<file path="config.mk">
export PLATFORM = sky130hd
export DESIGN_NAME = sri_decode
export DESIGN_NICKNAME = d
export VERILOG_FILES = /design/src/rtl/sri_pkg.sv /design/src/rtl/sri_operand_decode.sv /design/src/rtl/sri_decode.sv
export SDC_FILE = /design/constraint.sdc
export NUM_CORES = 1
export LEC_CHECK = 0
export ABC_AREA = 1
export BUFFER_PORTS_ARGS = -buffer_cell sky130_fd_sc_hd__buf_4
export CAP_MARGIN = 20
export CORE_MARGIN = 4
export CORE_UTILIZATION = 50
export CTS_BUF_LIST = sky130_fd_sc_hd__clkbuf_8
export DETAILED_ROUTE_END_ITERATION = 10
export GPL_TIMING_DRIVEN = 0
export PLACE_DENSITY = 0.83
export SETUP_SLACK_MARGIN = 0.3
export SLEW_MARGIN = 20
export SYNTH_ARGS = -nofsm -noshare
export SYNTH_HDL_FRONTEND = slang
export SYNTH_SLANG_ARGS = --single-unit
</file>
<file path="constraint.sdc">
create_clock -name clock -period 4.7 [get_ports clock]
set_input_delay 0.235 -clock clock [delete_from_list [all_inputs] [get_ports clock]]
set_output_delay 0.235 -clock clock [all_outputs]
set_load 0.005 [all_outputs]
</file>
<file path="src/rtl/sri_pkg.sv">
package sri_pkg;

	// Operand-size field.
	localparam logic SIZE_BYTE = 1'b0;
	localparam logic SIZE_WORD = 1'b1;

	// Indirect-addressing prefix byte.
	localparam logic [7:0] INDIRECT_PREFIX = 8'h09;

	// Five-bit operand codes.
	localparam logic [4:0] MODE_REG_LO0  = 5'h12;
	localparam logic [4:0] MODE_REG_LO1  = 5'h13;
	localparam logic [4:0] MODE_REG_HI0  = 5'h10;
	localparam logic [4:0] MODE_REG_HI1  = 5'h11;
	localparam logic [4:0] MODE_AREG0    = 5'h02;
	localparam logic [4:0] MODE_AREG1    = 5'h03;
	localparam logic [3:0] MODE_IND_PFX  = 4'h0;
	localparam logic [3:0] MODE_D8A_PFX  = 4'h2;
	localparam logic [4:0] MODE_D8_SB    = 5'h06;
	localparam logic [4:0] MODE_D8_FB    = 5'h07;
	localparam logic [2:0] MODE_D16_PFX  = 3'h2;
	localparam logic [3:0] MODE_D24A_PFX = 4'h6;
	localparam logic [4:0] MODE_ABS16    = 5'h0F;
	localparam logic [4:0] MODE_ABS24    = 5'h0E;

	// Extension bytes carried by each displacement width.
	localparam logic [3:0] EXT_NONE = 4'h0;
	localparam logic [3:0] EXT_8    = 4'h1;
	localparam logic [3:0] EXT_16   = 4'h2;
	localparam logic [3:0] EXT_24   = 4'h3;

	// Control-register selector codes.
	localparam logic [2:0] SEL_GRP2_ISP = 3'h7;
	localparam logic [2:0] SEL_GRP2_FB  = 3'h3;

	// Register-pair index for the long register forms.
	localparam logic [1:0] PAIR_TWO_ZERO   = 2'h0;
	localparam logic [1:0] PAIR_THREE_ONE  = 2'h1;

	// Byte and cycle costs.
	localparam logic [3:0] BYTES_ONE      = 4'h1;
	localparam logic [3:0] BYTES_TWO      = 4'h2;
	localparam logic [3:0] BYTES_SIX      = 4'h6;
	localparam logic [9:0] CYC_ONE        = 10'h001;
	localparam logic [9:0] CYC_TWO        = 10'h002;
	localparam logic [9:0] CYC_THREE      = 10'h003;
	localparam logic [9:0] CYC_FOUR       = 10'h004;
	localparam logic [9:0] CYC_FIVE       = 10'h005;
	localparam logic [9:0] CYC_SIX        = 10'h006;
	localparam logic [9:0] CYC_SEVEN      = 10'h007;
	localparam logic [3:0] IND_EXTRA_BYTE = 4'h1;
	localparam logic [9:0] IND_EXTRA_CYC  = 10'h003;

	typedef enum logic [3:0] {
		OP_POP,
		OP_CTRL_POP1,
		OP_CTRL_POP2,
		OP_RESTORE,
		OP_PUSH_IMM,
		OP_PUSH,
		OP_PUSH_LIMM,
		OP_PUSH_L,
		OP_PUSH_EA,
		OP_CTRL_PUSH1,
		OP_CTRL_PUSH2,
		OP_SAVE,
		OP_INT_RETURN,
		OP_MAC_REPEAT,
		OP_ROT_LEFT_C,
		OP_ROT_RIGHT_C
	} sri_op_t;

	typedef enum logic [1:0] {
		MK_REG,
		MK_AREG,
		MK_IND,
		MK_MEM
	} sri_mode_t;

	typedef struct packed {
		logic [7:0] lead_byte;
		sri_op_t    op;
		logic       rot_count;
		logic       size;
		logic [4:0] mode;
		logic [2:0] sel;
		logic [7:0] mask;
		logic [3:0] count;
		logic [7:0] reps;
	} sri_req_t;

	typedef struct packed {
		logic       undefined;
		logic       indirect;
		logic       word;
		sri_mode_t  kind;
		logic [1:0] reg_idx;
		logic       reg_high;
		logic       ctrl_group2;
		logic [2:0] ctrl_sel;
		logic [7:0] reg_list;
		logic       rot_right;
		logic [3:0] rot_amount;
		logic [3:0] bytes;
		logic [9:0] cycles;
	} sri_res_t;

endpackage : sri_pkg

</file>
<file path="src/rtl/sri_operand_decode.sv">
`timescale 1ns/1ps
module sri_operand_decode (
	// Operand field
	input  wire logic [4:0]        mode,
	input  wire logic              long_form,
	// Decoded operand
	output sri_pkg::sri_mode_t     kind,
	output logic [3:0]             ext_bytes,
	output logic [1:0]             reg_idx,
	output logic                   reg_high,
	output logic                   bad
);
	import sri_pkg::*;

	wire is_reg_lo = (mode == MODE_REG_LO0) || (mode == MODE_REG_LO1);
	wire is_reg_hi = (mode == MODE_REG_HI0) || (mode == MODE_REG_HI1);
	wire is_areg   = (mode == MODE_AREG0) || (mode == MODE_AREG1);
	wire is_ind    = (mode[4:1] == MODE_IND_PFX);
	wire is_d8     = (mode[4:1] == MODE_D8A_PFX) || (mode == MODE_D8_SB) || (mode == MODE_D8_FB);
	wire is_d16    = (mode[4:2] == MODE_D16_PFX) || (mode == MODE_ABS16);
	wire is_d24    = (mode[4:1] == MODE_D24A_PFX) || (mode == MODE_ABS24);

	// Codes above the register-direct group are not assigned to any mode.
	wire known = is_reg_lo | is_reg_hi | is_areg | is_ind | is_d8 | is_d16 | is_d24;

	assign kind = (is_reg_lo | is_reg_hi) ? MK_REG :
		is_areg ? MK_AREG :
		is_ind ? MK_IND : MK_MEM;
	assign ext_bytes = is_d8 ? EXT_8 : is_d16 ? EXT_16 : is_d24 ? EXT_24 : EXT_NONE;
	assign reg_idx = {1'b0, mode[0]};
	assign reg_high = is_reg_hi;
	// The long forms have no high-half register codes.
	assign bad = !known || (long_form && is_reg_hi);

endmodule : sri_operand_decode

</file>
<file path="src/rtl/sri_decode.sv">
`timescale 1ns/1ps
// Summary of operation
// - size bit 0 is byte, 1 is word.
// - register-direct codes select data and address registers.
// - memory codes select indirect, displacement and absolute.
// - prefix byte 00001001 marks indirect operand.
// - indirect adds one byte and three cycles.
// - sized pop is three cycles, two to five bytes.
// - first control group selectors; pop two bytes, three cycles.
// - second control group selectors; two bytes, four cycles.
// - first control group push two bytes, one cycle.
// - restore two bytes, one plus weighted count cycles.
// - save two bytes, weighted count cycles.
// - immediate push one cycle, two bytes, word adds one.
// - sized push one cycle register, three memory.
// - long push two or five cycles; immediate six/three.
// - long register codes select pairs; high codes undefined.
// - effective-address push only displacement or absolute modes.
// - repeated multiply-accumulate two bytes, seven plus 2m.
// - count rotate two cycles register, four memory.
// - carry rotates one cycle register, three memory.
module sri_decode (
	// Clock and reset
	input  wire logic              clock,
	input  wire logic              srst,
	// Request
	input  wire logic              req_valid,
	input  wire sri_pkg::sri_req_t req,
	// Result
	output logic                   res_valid,
	output sri_pkg::sri_res_t      res
);
	import sri_pkg::*;

	// Weighted register count: data registers once, address and base twice.
	function automatic logic [4:0] weighted_count(input logic [7:0] list);
		logic [4:0] acc;
		acc = 5'h00;
		for (int i = 0; i < 8; i++)
		begin
			if (list[i])
				acc = acc + ((i < 4) ? 5'h01 : 5'h02);
		end
		return acc;
	endfunction : weighted_count

	sri_mode_t   mode_kind;
	logic [3:0]  ext_bytes;
	logic [1:0]  reg_idx;
	logic        reg_high;
	logic        mode_bad;
	logic        long_form;
	logic        res_valid_q;
	sri_res_t    res_q;
	sri_res_t    res_d;
	logic [3:0]  base_bytes;
	logic [9:0]  base_cycles;
	logic        op_bad;
	logic        uses_mode;
	logic        may_indirect;

	assign long_form = (req.op == OP_PUSH_L);

	sri_operand_decode u_operand (
		.mode      (req.mode),
		.long_form (long_form),
		.kind      (mode_kind),
		.ext_bytes (ext_bytes),
		.reg_idx   (reg_idx),
		.reg_high  (reg_high),
		.bad       (mode_bad)
	);

	wire        is_memory   = (mode_kind == MK_IND) || (mode_kind == MK_MEM);
	wire        prefix_seen = (req.lead_byte == INDIRECT_PREFIX);
	wire        size_word   = (req.size == SIZE_WORD);
	// Save masks are bit-reversed so both forms share one register list.
	wire [7:0]  save_list   = {req.mask[0], req.mask[1], req.mask[2], req.mask[3],
		req.mask[4], req.mask[5], req.mask[6], req.mask[7]};
	wire [7:0]  reg_list    = (req.op == OP_SAVE) ? save_list : req.mask;
	wire [4:0]  weight      = weighted_count(reg_list);
	wire [9:0]  mac_cycles  = CYC_SEVEN + {1'b0, req.reps, 1'b0};
	wire        grp2_unused = (req.sel > SEL_GRP2_FB) && (req.sel != SEL_GRP2_ISP);
	wire [3:0]  ind_bytes   = prefix_seen ? IND_EXTRA_BYTE : 4'h0;
	wire [9:0]  ind_cycles  = prefix_seen ? IND_EXTRA_CYC : 10'h000;
	wire [9:0]  reg_or_mem3 = is_memory ? CYC_THREE : CYC_ONE;

	always_comb
	begin
		base_bytes   = BYTES_TWO + ext_bytes;
		base_cycles  = CYC_ONE;
		op_bad       = 1'b0;
		uses_mode    = 1'b1;
		may_indirect = 1'b0;
		case (req.op)
			OP_POP:
			begin
				base_cycles  = CYC_THREE;
				may_indirect = 1'b1;
			end
			OP_CTRL_POP1, OP_CTRL_PUSH1:
			begin
				base_bytes  = BYTES_TWO;
				base_cycles = (req.op == OP_CTRL_POP1) ? CYC_THREE : CYC_ONE;
				uses_mode   = 1'b0;
			end
			OP_CTRL_POP2, OP_CTRL_PUSH2:
			begin
				base_bytes  = BYTES_TWO;
				base_cycles = CYC_FOUR;
				op_bad      = grp2_unused;
				uses_mode   = 1'b0;
			end
			OP_RESTORE, OP_SAVE:
			begin
				base_bytes  = BYTES_TWO;
				base_cycles = (req.op == OP_RESTORE) ? CYC_ONE + {5'h00, weight}
					: {5'h00, weight};
				uses_mode   = 1'b0;
			end
			OP_PUSH_IMM:
			begin
				base_bytes  = size_word ? BYTES_TWO + BYTES_ONE : BYTES_TWO;
				base_cycles = CYC_ONE;
				uses_mode   = 1'b0;
			end
			OP_PUSH:
			begin
				base_cycles  = reg_or_mem3;
				may_indirect = 1'b1;
			end
			OP_PUSH_LIMM:
			begin
				base_bytes  = BYTES_SIX;
				base_cycles = CYC_THREE;
				uses_mode   = 1'b0;
			end
			OP_PUSH_L:
			begin
				base_cycles  = is_memory ? CYC_FIVE : CYC_TWO;
				may_indirect = 1'b1;
			end
			OP_PUSH_EA:
			begin
				base_cycles = CYC_THREE;
				op_bad      = (mode_kind != MK_MEM);
			end
			OP_INT_RETURN:
			begin
				base_bytes  = BYTES_ONE;
				base_cycles = CYC_SIX;
				uses_mode   = 1'b0;
			end
			OP_MAC_REPEAT:
			begin
				base_bytes  = BYTES_TWO;
				base_cycles = mac_cycles;
				uses_mode   = 1'b0;
			end
			OP_ROT_LEFT_C, OP_ROT_RIGHT_C:
			begin
				if (req.rot_count)
					base_cycles = is_memory ? CYC_FOUR : CYC_TWO;
				else
					base_cycles = reg_or_mem3;
				may_indirect = 1'b1;
			end
			default:
			begin
				op_bad = 1'b1;
			end
		endcase
	end

	always_comb
	begin
		res_d             = '0;
		res_d.indirect    = prefix_seen && may_indirect;
		// A prefix on a form that cannot take it, or an unused code, is undefined.
		res_d.undefined   = op_bad || (uses_mode && mode_bad)
			|| (prefix_seen && !may_indirect);
		res_d.word        = size_word;
		res_d.kind        = mode_kind;
		res_d.reg_idx     = long_form ? (req.mode[0] ? PAIR_THREE_ONE : PAIR_TWO_ZERO) : reg_idx;
		res_d.reg_high    = reg_high;
		res_d.ctrl_group2 = (req.op == OP_CTRL_POP2) || (req.op == OP_CTRL_PUSH2);
		res_d.ctrl_sel    = req.sel;
		res_d.reg_list    = reg_list;
		res_d.rot_right   = req.count[3];
		res_d.rot_amount  = {1'b0, req.count[2:0]} + 4'h1;
		res_d.bytes       = base_bytes + ind_bytes;
		res_d.cycles      = base_cycles + ind_cycles;
	end

	always_ff @(posedge clock)
	begin
		if (srst)
		begin
			res_valid_q <= 1'b0;
			res_q       <= '0;
		end
		else
		begin
			res_valid_q <= req_valid;
			if (req_valid)
				res_q <= res_d;
		end
	end

	assign res_valid = res_valid_q;
	assign res       = res_q;

endmodule : sri_decode

</file>
* After elaboration in Yosys (flattened, before gate mapping)
Cells that the tools add are included.
** Cells by class
- Add/subtract/negate cells :: 13
- Magnitude comparators :: 1
- Equality and inequality tests :: 33
- Mux-type cells :: 31
- Bitwise gates (word level) :: 6
- Reduce and logical (&&, ||, !) cells :: 29
** Operators with widths (count)
- one-hot mux 10 bit (10 select lines) :: 1
- == test 4 bit (second input constant) :: 8
- 2-to-1 mux 5 bit :: 6
- adder 5 x 2 -> 5 bit (second input constant) :: 4
- == test 4 x 3 -> 1 bit (second input constant) :: 5
- == test 5 bit (second input constant) :: 4
- one-hot mux 4 bit (4 select lines) :: 1
- 2-to-1 mux 2 bit :: 7
- == test 4 x 2 -> 1 bit (second input constant) :: 3
- logical OR 1 bit :: 12
- adder 10 x 2 -> 10 bit :: 1
- adder 3 x 9 -> 10 bit (first input constant) :: 1
- adder 5 x 1 -> 5 bit (second input constant) :: 2
- == test 5 x 2 -> 1 bit (second input constant) :: 2
- == test 5 x 3 -> 1 bit (second input constant) :: 2
- == test 5 x 4 -> 1 bit (second input constant) :: 2
- OR reduction 10 bit :: 1
- 2-to-1 mux 3 bit :: 3
- == test 8 x 4 -> 1 bit (second input constant) :: 1
- logical NOT 4 bit :: 2
- 2-to-1 mux 1 bit :: 8
- 2-to-1 mux 4 bit :: 2
- 2-to-1 mux 8 bit :: 1
- OR reduction 2 bit :: 4
- 19 further kinds :: 30
** Storage, ports and cells
- Register bits after elaboration :: 40
- Bits of input ports :: 45
- Output and inout port bits :: 40
- Logic and storage cells :: 127

* Longest topological paths before layout
Gate-level depths: netlist (run 1).
- Depth in word-level cells :: 21
- Depth in mapped cells :: 43
- Depth with buffers taken out :: 43

* Modules after synthesis
From an unflattened synthesis (run 1), not the netlist that was laid out.
** Second synthesis, totals
- Cells, all modules :: 511
- Area total of the unflattened synthesis :: 3296.9 µm²
** By module, submodules not included
- sri_decode :: times used 1, cells each 489, area an instance 3190.6 µm², sequential area each 800.8 µm²
- sri_operand_decode :: times used 1, cells each 22, area an instance 106.4 µm², sequential area each 0.0 µm²

* Worst setup path after synthesis (run 1)
OpenSTA, ideal clock, no wires.
- Kind :: input to register
- From :: input port req[33] (netlist name)
- To :: register res_q, in the netlist res[6]
- Library setup time :: 0.109 ns
- Arrival time :: 4.108 ns
- Data required time :: 4.591 ns
- Setup slack :: 0.483 ns
- Cell stages on the path :: 38
- Cell sequence :: inv_2 nor2_4 nand2_4 nand2_1 nand2_1 ha_1 inv_1 nor2_4 inv_1 nand2_1 inv_1 ha_1 or2_4 nand2_4 nand2_1 nand2_2 nand2_1 nand2_1 [2 not listed] nand2_1 nand2_1 inv_1 ha_1 nand2_1 o211ai_1 a2111oi_0 a22oi_1 inv_1 fa_1 inv_1 nand2_1 a21oi_2 nand2_2 o21ai_1 nand3_1 nand2_1 inv_1
** Between the ends
- Cells in the longest elaborated chain, start to end :: 21
** Ends and longest elaborated chain
- start, declared :: RTL line sri_decode.sv:28 : input wire sri_pkg::sri_req_t req,
- == test 4 bit :: RTL line sri_decode.sv:80, sri_decode.sv:95
- 2-to-1 mux 8 bit :: RTL line sri_decode.sv:80 : wire [7:0] reg_list = (req.op == OP_SAVE) ? save_list : req.mask;
- 2-to-1 mux 1 bit :: RTL line sri_decode.sv:41 : if (list[i])
- adder 1 x 1 -> 2 bit :: RTL line sri_decode.sv:42 : acc = acc + ((i < 4) ? 5'h01 : 5'h02);
- 2-to-1 mux 2 bit :: RTL line sri_decode.sv:41
- adder 5 x 1 -> 5 bit :: RTL line sri_decode.sv:42
- 2-to-1 mux 5 bit :: RTL line sri_decode.sv:41
- adder 5 x 1 -> 5 bit :: RTL line sri_decode.sv:42
- [5 not listed]
- adder 5 x 2 -> 5 bit :: RTL line sri_decode.sv:42
- 2-to-1 mux 5 bit :: RTL line sri_decode.sv:41
- adder 5 x 2 -> 5 bit :: RTL line sri_decode.sv:42
- 2-to-1 mux 5 bit :: RTL line sri_decode.sv:41
- adder 1 x 5 -> 6 bit :: RTL line sri_decode.sv:117 : base_cycles = (req.op == OP_RESTORE) ? CYC_ONE + {5'h00, weight}
- 2-to-1 mux 6 bit :: RTL line sri_decode.sv:117
- one-hot mux 10 bit (10 select lines) * :: RTL line sri_decode.sv:95 : case (req.op)
- adder 10 x 2 -> 10 bit * :: RTL line sri_decode.sv:192 : res_d.cycles = base_cycles + ind_cycles;
- end signal, assigned :: RTL line sri_decode.sv:206 : res_q <= res_d;
- end, declared :: RTL line sri_decode.sv:54 : sri_res_t res_q;
Every way passes the cells marked *; elsewhere a longest branch is shown, timed or not.
A chain may end at the register's enable or synchronous reset.

* Worst setup path in the final report (run 1)
- From :: input port req[32] (netlist name)
- To :: register res_q, in the netlist res[8]
Same word-level chain as after synthesis.

==> run_results.csv, run 1 <==
group,metric,value,unit
clock_network,clockBufferDepth,2,
sta,relSlewSlack,0.509,
sta,setup_viol,0,
clock_network,clkSlewWorstSetupHoldPaths,80,ps
die,initial_core_util,0.518,
power_and_ir_drop,p_per_area,229,nW/um^2
synthesis,ys_ff_latch,39,
min_path,hold_class,"in -> reg",
sta,finalHoldViolations,0,
detailed_routing,drt_iter0_drc,287,
power_and_ir_drop,p_leak,2.23,nW
finish,nFillCells,483,
detailed_routing,vias_per_cell,5.27,
power_and_ir_drop,vdd_drop_max,202,uV
detailed_routing,drc,0,
global_routing,grt_max_degree,13,
clock_network,numCtsBuffers,5,
clock_network,root_buffer,"clkbuf_8",
setup_path,slowest_delay,340,ps
placed_design,placed_area,3790,sq um
finish,final_cells,671,
placed_design,dp.cells,643,
sta,finalCritPeriodShare,0.922,
synthesis,synth.top_cells.by_area,"dfxtp_1 (25%), nand2_1 (10%), inv_1 (9.8%), nor2_1 (6.9%), nand3_1 (6.3%)",
global_routing,grt_pass1_wl,13700,um
clock_network,cts_sinks,39,
finish,final_nets,655,
placed_design,io_buffers,81,
sta,clock_skew,0,ps
die,rows,28,
synthesis,ys_warn_count,0,
sta,maxSlewViolCount,0,
placed_design,dp_hpwl,6570,um
setup_path,crit_path_end_kind,"register",
synthesis,synth_fp_nets,547,
finish,syn2layout_area_growth,36.8,%
setup_path,path_class,"in -> reg",
global_routing,grt.overflow.total,0,
die,die_h,86.6,um
die,pin_count,85,
placed_design,gp_congestion,0.911,
finish,final_area,4230,sq um
die,coreArea,5960,sq um
synthesis,avgSynthCellArea,6.34,sq um
flow_run,drv_cap,0,
synthesis,syn_area,3090,sq um
die,die_width,86.6,um
setup_path,startpoint_type,"input pin",
sta,worst_slew_pin_slew,728,ps
detailed_routing,route.vias.total,3539,
sta,max_freq,231,MHz
setup_path,cp.arrival,4570,ps
synthesis,yosysTopAreaCellShare,0.253,
synthesis,seq_area_frac_synth,0.253,
setup_path,worst_path_max_delay_cell,"fa_2",
setup_path,crit_top_cell,"nand2_2",
finish,antenna_cells,0,
clock_network,cts_max_level,2,
sta,timing.hold.ws,146,ps
detailed_routing,wl_per_cell,13.6,um
synthesis,synth.distinct_cells,41,
detailed_routing,wirelength,9140,um
sta,min_period,4330,ps
sta,rsz0062_at_grt,"true",
detailed_routing,drtAntennaViolNets,0,
setup_path,critical_path.max_fanout,5,
die,fp.dieArea,7500,sq um
clock_network,clkLatencyLatePin,290,ps
global_routing,antenna_found_initial,0,
setup_path,critPathRequiredTime,4940,ps
global_routing,grt_usage,0.222,
detailed_routing,first_pass_iters,5,
global_routing,grt_pass1_vias,3210,
finish,drive_above_1_share,0.336,
synthesis,syn_inst,487,
status,status,"finished clean",
clock_network,cts_tree,"done",
synthesis,synth_top_area_cell,"dfxtp_1",
[layer usage]
metal,track usage,share of wire
met5,0,0
met1,0.282,0.41
met2,0.390,0.50
met3,0.0352,0.067
met4,0.0581,0.027
[flip-flops by register name, summed over array words and instances, names as in the netlist]
signal / count
res: 38
res_valid: 1
[Yosys cell counts, drive strengths merged]
cell     number
nand2       114
inv          91
nor2         64
nand3        44
dfxtp        39
o21ai        37
a21oi        22
ha           14
o211ai       10
buf           7
clkbuf        7
nor3          7
nand3b        5
xor2          5
a31oi         3
nand4         3
or2           3
a2111oi       2
a211oi        1
a22oi         1
a311oi        1
conb          1
fa            1
nor3b         1
nor4          1
nor4b         1
o21a          1
o221ai        1
[worst paths after layout]
path	from	to	slack, ps	cells after the start
worst max-delay path	req[32]	res[8]	370	39
worst min register to register	res[31]	res[31]	480	2
worst min-delay path	req[8]	res[14]	150	2
worst max register to register	res[12]	res[12]	3950	2
[report_power, final]
part | internal [W] | leakage [nW] | switching, W | total [W]
clock | 0.000102 | 0.0453 | 0.000122 | 0.000224
combinational | 0.000167 | 1.86 | 0.000216 | 0.000382
sequential | 0.000351 | 0.323 | 0.0000106 | 0.000362
[stage by stage]
| stage | TNS, ps | power (W) | worst slack (ps) | util |
|---|---|---|---|---|
| 4_1_cts | 0 | 0.000908 | 273 | 0.657 |
| 5_1_grt | 0 | 0.00103 | 97.4 | 0.709 |
| 3_3_place_gp | -194 | 0.000670 | -106 | 0.636 |
| 3_5_place_dp | -715 | 0.000681 | -152 | 0.636 |
| 6_report | 0 | 0.000968 | 368 | 0.709 |
| 2_1_floorplan | 0 | 0.000573 | 483 | - |
[logic make-up (layout without fill, tap and decap cells)]
family	Yosys count	in the layout	share of synthesized area
AND/OR/NAND/NOR	243	243	0.382
buffers and inverters	105	214	0.133
AO/OA/AOI/OAI	79	79	0.153
flip-flops	39	39	0.253
adder cells (fa/ha/maj)	15	15	0.0632
XOR/XNOR	5	5	0.0142
other	1	1	0.00121
[critical path: cells and delay by family]
family	cells	cell delay (ps)
adder cells (fa/ha/maj)	4	1110
buffers and inverters	8	520
AND/OR/NAND/NOR	23	2150
AO/OA/AOI/OAI	4	570
[final cells by class]
| type | instances | area (sq um) | share of cell area |
|---|---|---|---|
| Clock inverter | 3 | 16.3 | 0.00385 |
| Clock buffer | 5 | 68.8 | 0.0163 |
| Sequential cell | 39 | 781 | 0.185 |
| Timing Repair Buffer | 101 | 777 | 0.184 |
| Tap cell | 75 | 93.8 | 0.0222 |
| Buffer | 14 | 72.6 | 0.0172 |
| Inverter | 91 | 347 | 0.0820 |
| Multi-Input combinational cell | 343 | 2070 | 0.490 |
[cell usage in the layout (no fill, tap or decap), types with 6 or more instances in the layout]
cell type	instances
o211ai_1	10
nand3_1	38
dfxtp_1	39
nand2_1	71
ha_1	10
inv_1	76
nand2_2	28
nand2_4	15
a21oi_1	19
buf_4	100
nor2_1	56
nand3_2	6
o21ai_0	30
clkbuf_1	7
inv_2	14
nor3_1	7
[repair_timing]
action                                  4_1_cts  5_1_grt
setup buffers                                 3       17
hold buffers                                  0        0
pin swaps                                     2       29
resized for setup                             5       47
endpoints found under the setup margin        7        9
No activity file was read; power rests on OpenSTA's default activity.
==> inputs of run 2 (changes only) <==
--- a/config.mk
+++ b/config.mk
@@ -13,7 +13,7 @@
 export CTS_BUF_LIST = sky130_fd_sc_hd__clkbuf_8
 export DETAILED_ROUTE_END_ITERATION = 10
 export GPL_TIMING_DRIVEN = 0
-export PLACE_DENSITY = 0.83
+export PLACE_DENSITY_LB_ADDON = 0.25
 export SETUP_SLACK_MARGIN = 0.3
 export SLEW_MARGIN = 20
 export SYNTH_ARGS = -nofsm -noshare
==> run 2 against run 1 <==
Against the previous run:
- register-to-register slack improved by 80 ps
- critical path depth increased by 1
- worst hold slack got worse by 3.7 ps
- final area increased by 0.30%
- largest power group unchanged
==> run_results.csv, run 2 (same netlist as run 1, synthesis figures left out) <==
group,metric,value,unit
detailed_routing,drc,0,
clock_network,cts_tree,"done",
detailed_routing,drtAntennaViolNets,0,
setup_path,worst_path_max_delay_cell,"a2111oi_2",
sta,setup_viol,0,
setup_path,crit_path_end_kind,"register",
detailed_routing,wl_per_cell,13.5,um
finish,final_util,0.712,
finish,nFillCells,496,
setup_path,r2r_slack,4030,ps
power_and_ir_drop,power.switching,0.000343,W
global_routing,grt_pass1_vias,3236,
power_and_ir_drop,switching_share,0.357,
power_and_ir_drop,p_leak,2.23,nW
die,fp.dieArea,7500,sq um
placed_design,gp_congestion,0.939,
sta,rsz0062_at_grt,"true",
placed_design,dp_hpwl,6510,um
finish,final_nets,656,
finish,drive_above_1_share,0.343,
finish,syn2layout_area_growth,37.2,%
die,die_h,86.6,um
setup_path,path_class,"in -> reg",
clock_network,clkLatencyLatePin,290,ps
setup_path,critPathRequiredTime,4890,ps
sta,finalCritPeriodShare,0.909,
finish,final_common_cell,"buf_4",
die,rows,28,
sta,setup_tns,0,ps
detailed_routing,first_pass_iters,5,
power_and_ir_drop,p_int,0.000617,W
clock_network,cts_max_level,2,
sta,timing.hold.ws,143,ps
die,initial_core_util,0.518,
global_routing,grt_max_degree,13,
global_routing,antenna_found_initial,0,
finish,final_cell_mix,"buf_4 (102), inv_1 (76), nand2_1 (70)",
setup_path,crit_top_cell,"nand2_2",
sta,worst_slew_pin_slew,715,ps
finish,largest_reg_flops,38,
sta,relSlewSlack,0.518,
placed_design,io_buffers,81,
power_and_ir_drop,vdd_drop_max,185,uV
clock_network,root_buffer,"clkbuf_8",
global_routing,grt_usage,0.218,
clock_network,hold_buffers,0,
finish,antenna_cells,0,
global_routing,grt_pass1_wl,13400,um
die,die_width,86.6,um
status,status,"finished clean",
setup_path,startpoint_type,"input pin",
setup_path,cp.arrival,4460,ps
clock_network,cts_sinks,39,
power_and_ir_drop,p_per_area,227,nW/um^2
min_path,hold_class,"in -> reg",
setup_path,critical_path.max_fanout,5,
sta,min_period,4270,ps
setup_path,slowest_delay,320,ps
flow_run,drv_cap,0,
sta,max_freq,234,MHz
detailed_routing,wirelength,9050,um
power_and_ir_drop,pwr-share-comb,0.392,
sta,finalHoldViolations,0,
sta,clock_skew,0,ps
clock_network,numCtsBuffers,5,
global_routing,grt.overflow.total,0,
clock_network,clkSlewWorstSetupHoldPaths,80,ps
detailed_routing,vias_per_cell,5.28,
sta,maxSlewViolCount,0,
power_and_ir_drop,seqPwrFrac,0.377,
clock_network,clockBufferDepth,2,
detailed_routing,route.vias.total,3546,
power_and_ir_drop,clkPwrFrac,0.232,
die,coreArea,5960,sq um
detailed_routing,drt_iter0_drc,223,
die,pin_count,85,
==> run 2: changes by cell type in the layout (fill, tap and decap cells not counted), sizes merged <==
| cell | delta |
|---|---|
| buf | +1 |
==> run 2: power by group through the flow <==
stage	clock, W	sequential (W)	combinational [W]
3_3_place_gp	0	0.000369	0.000301
6_report	0.000223	0.000362	0.000376
5_1_grt	0.000241	0.000364	0.000419
2_1_floorplan	0	0.000370	0.000202
4_1_cts	0.000227	0.000362	0.000315
3_5_place_dp	0	0.000369	0.000310
==> run 2: layout make-up <==
cell class	count	area (sq um)	area share
sequential	39	781	0.184
clock buffer	5	68.8	0.0162
inverter	91	349	0.0824
multi-input combinational	343	2080	0.491
tap	75	93.8	0.0221
clock inverter	3	16.3	0.00384
timing repair buffer	102	781	0.184
buffer	14	68.8	0.0162
==> run 2: repair_timing <==
item / in CTS / in global routing
gates resized for setup: 4 / 50
endpoints found under the hold margin: 0 / 0
pin swaps: 4 / 33
buffers inserted: 3 / 18
setup endpoints to repair: 7 / 9
==> run 2: per-stage QoR <==
stage | area (sq um) | setup WS, ps | instances | total power [W]
final | 4240 | 426 | 672 | 0.000961
after global routing | 4240 | 111 | 672 | 0.00102
after CTS | 3900 | 311 | 654 | 0.000903
after detailed placement | 3790 | -166 | 643 | 0.000680
after global placement | 3790 | -104 | 643 | 0.000670
after floorplan | 3090 | 483 | 487 | 0.000573
==> run 2: worst paths after layout <==
kind,startpoint,end,cells past startpoint
worst min register to register,res[13],res[13],2
worst max-delay path,req[31],res[7],40
worst max register to register,res[16],res[16],4
worst min-delay path,req[8],res[14],2
==> run 2: per-layer routing <==
metal  up-vias  share of wire  wire [um]  GRT usage
met5         -              0          0          0
met4         0          0.020        184     0.0694
met1      1624           0.42       3760      0.271
met2       140           0.49       4410      0.366
li1       1762              -          -          -
met3        20          0.077        695     0.0580
==> run 2: worst max-delay path, delay by kind of cell <==
kind / cells / cell delay (ps)
compound gates: 5 / 710
buf+inv: 8 / 600
fa+ha+maj: 4 / 960
simple gates: 23 / 1930
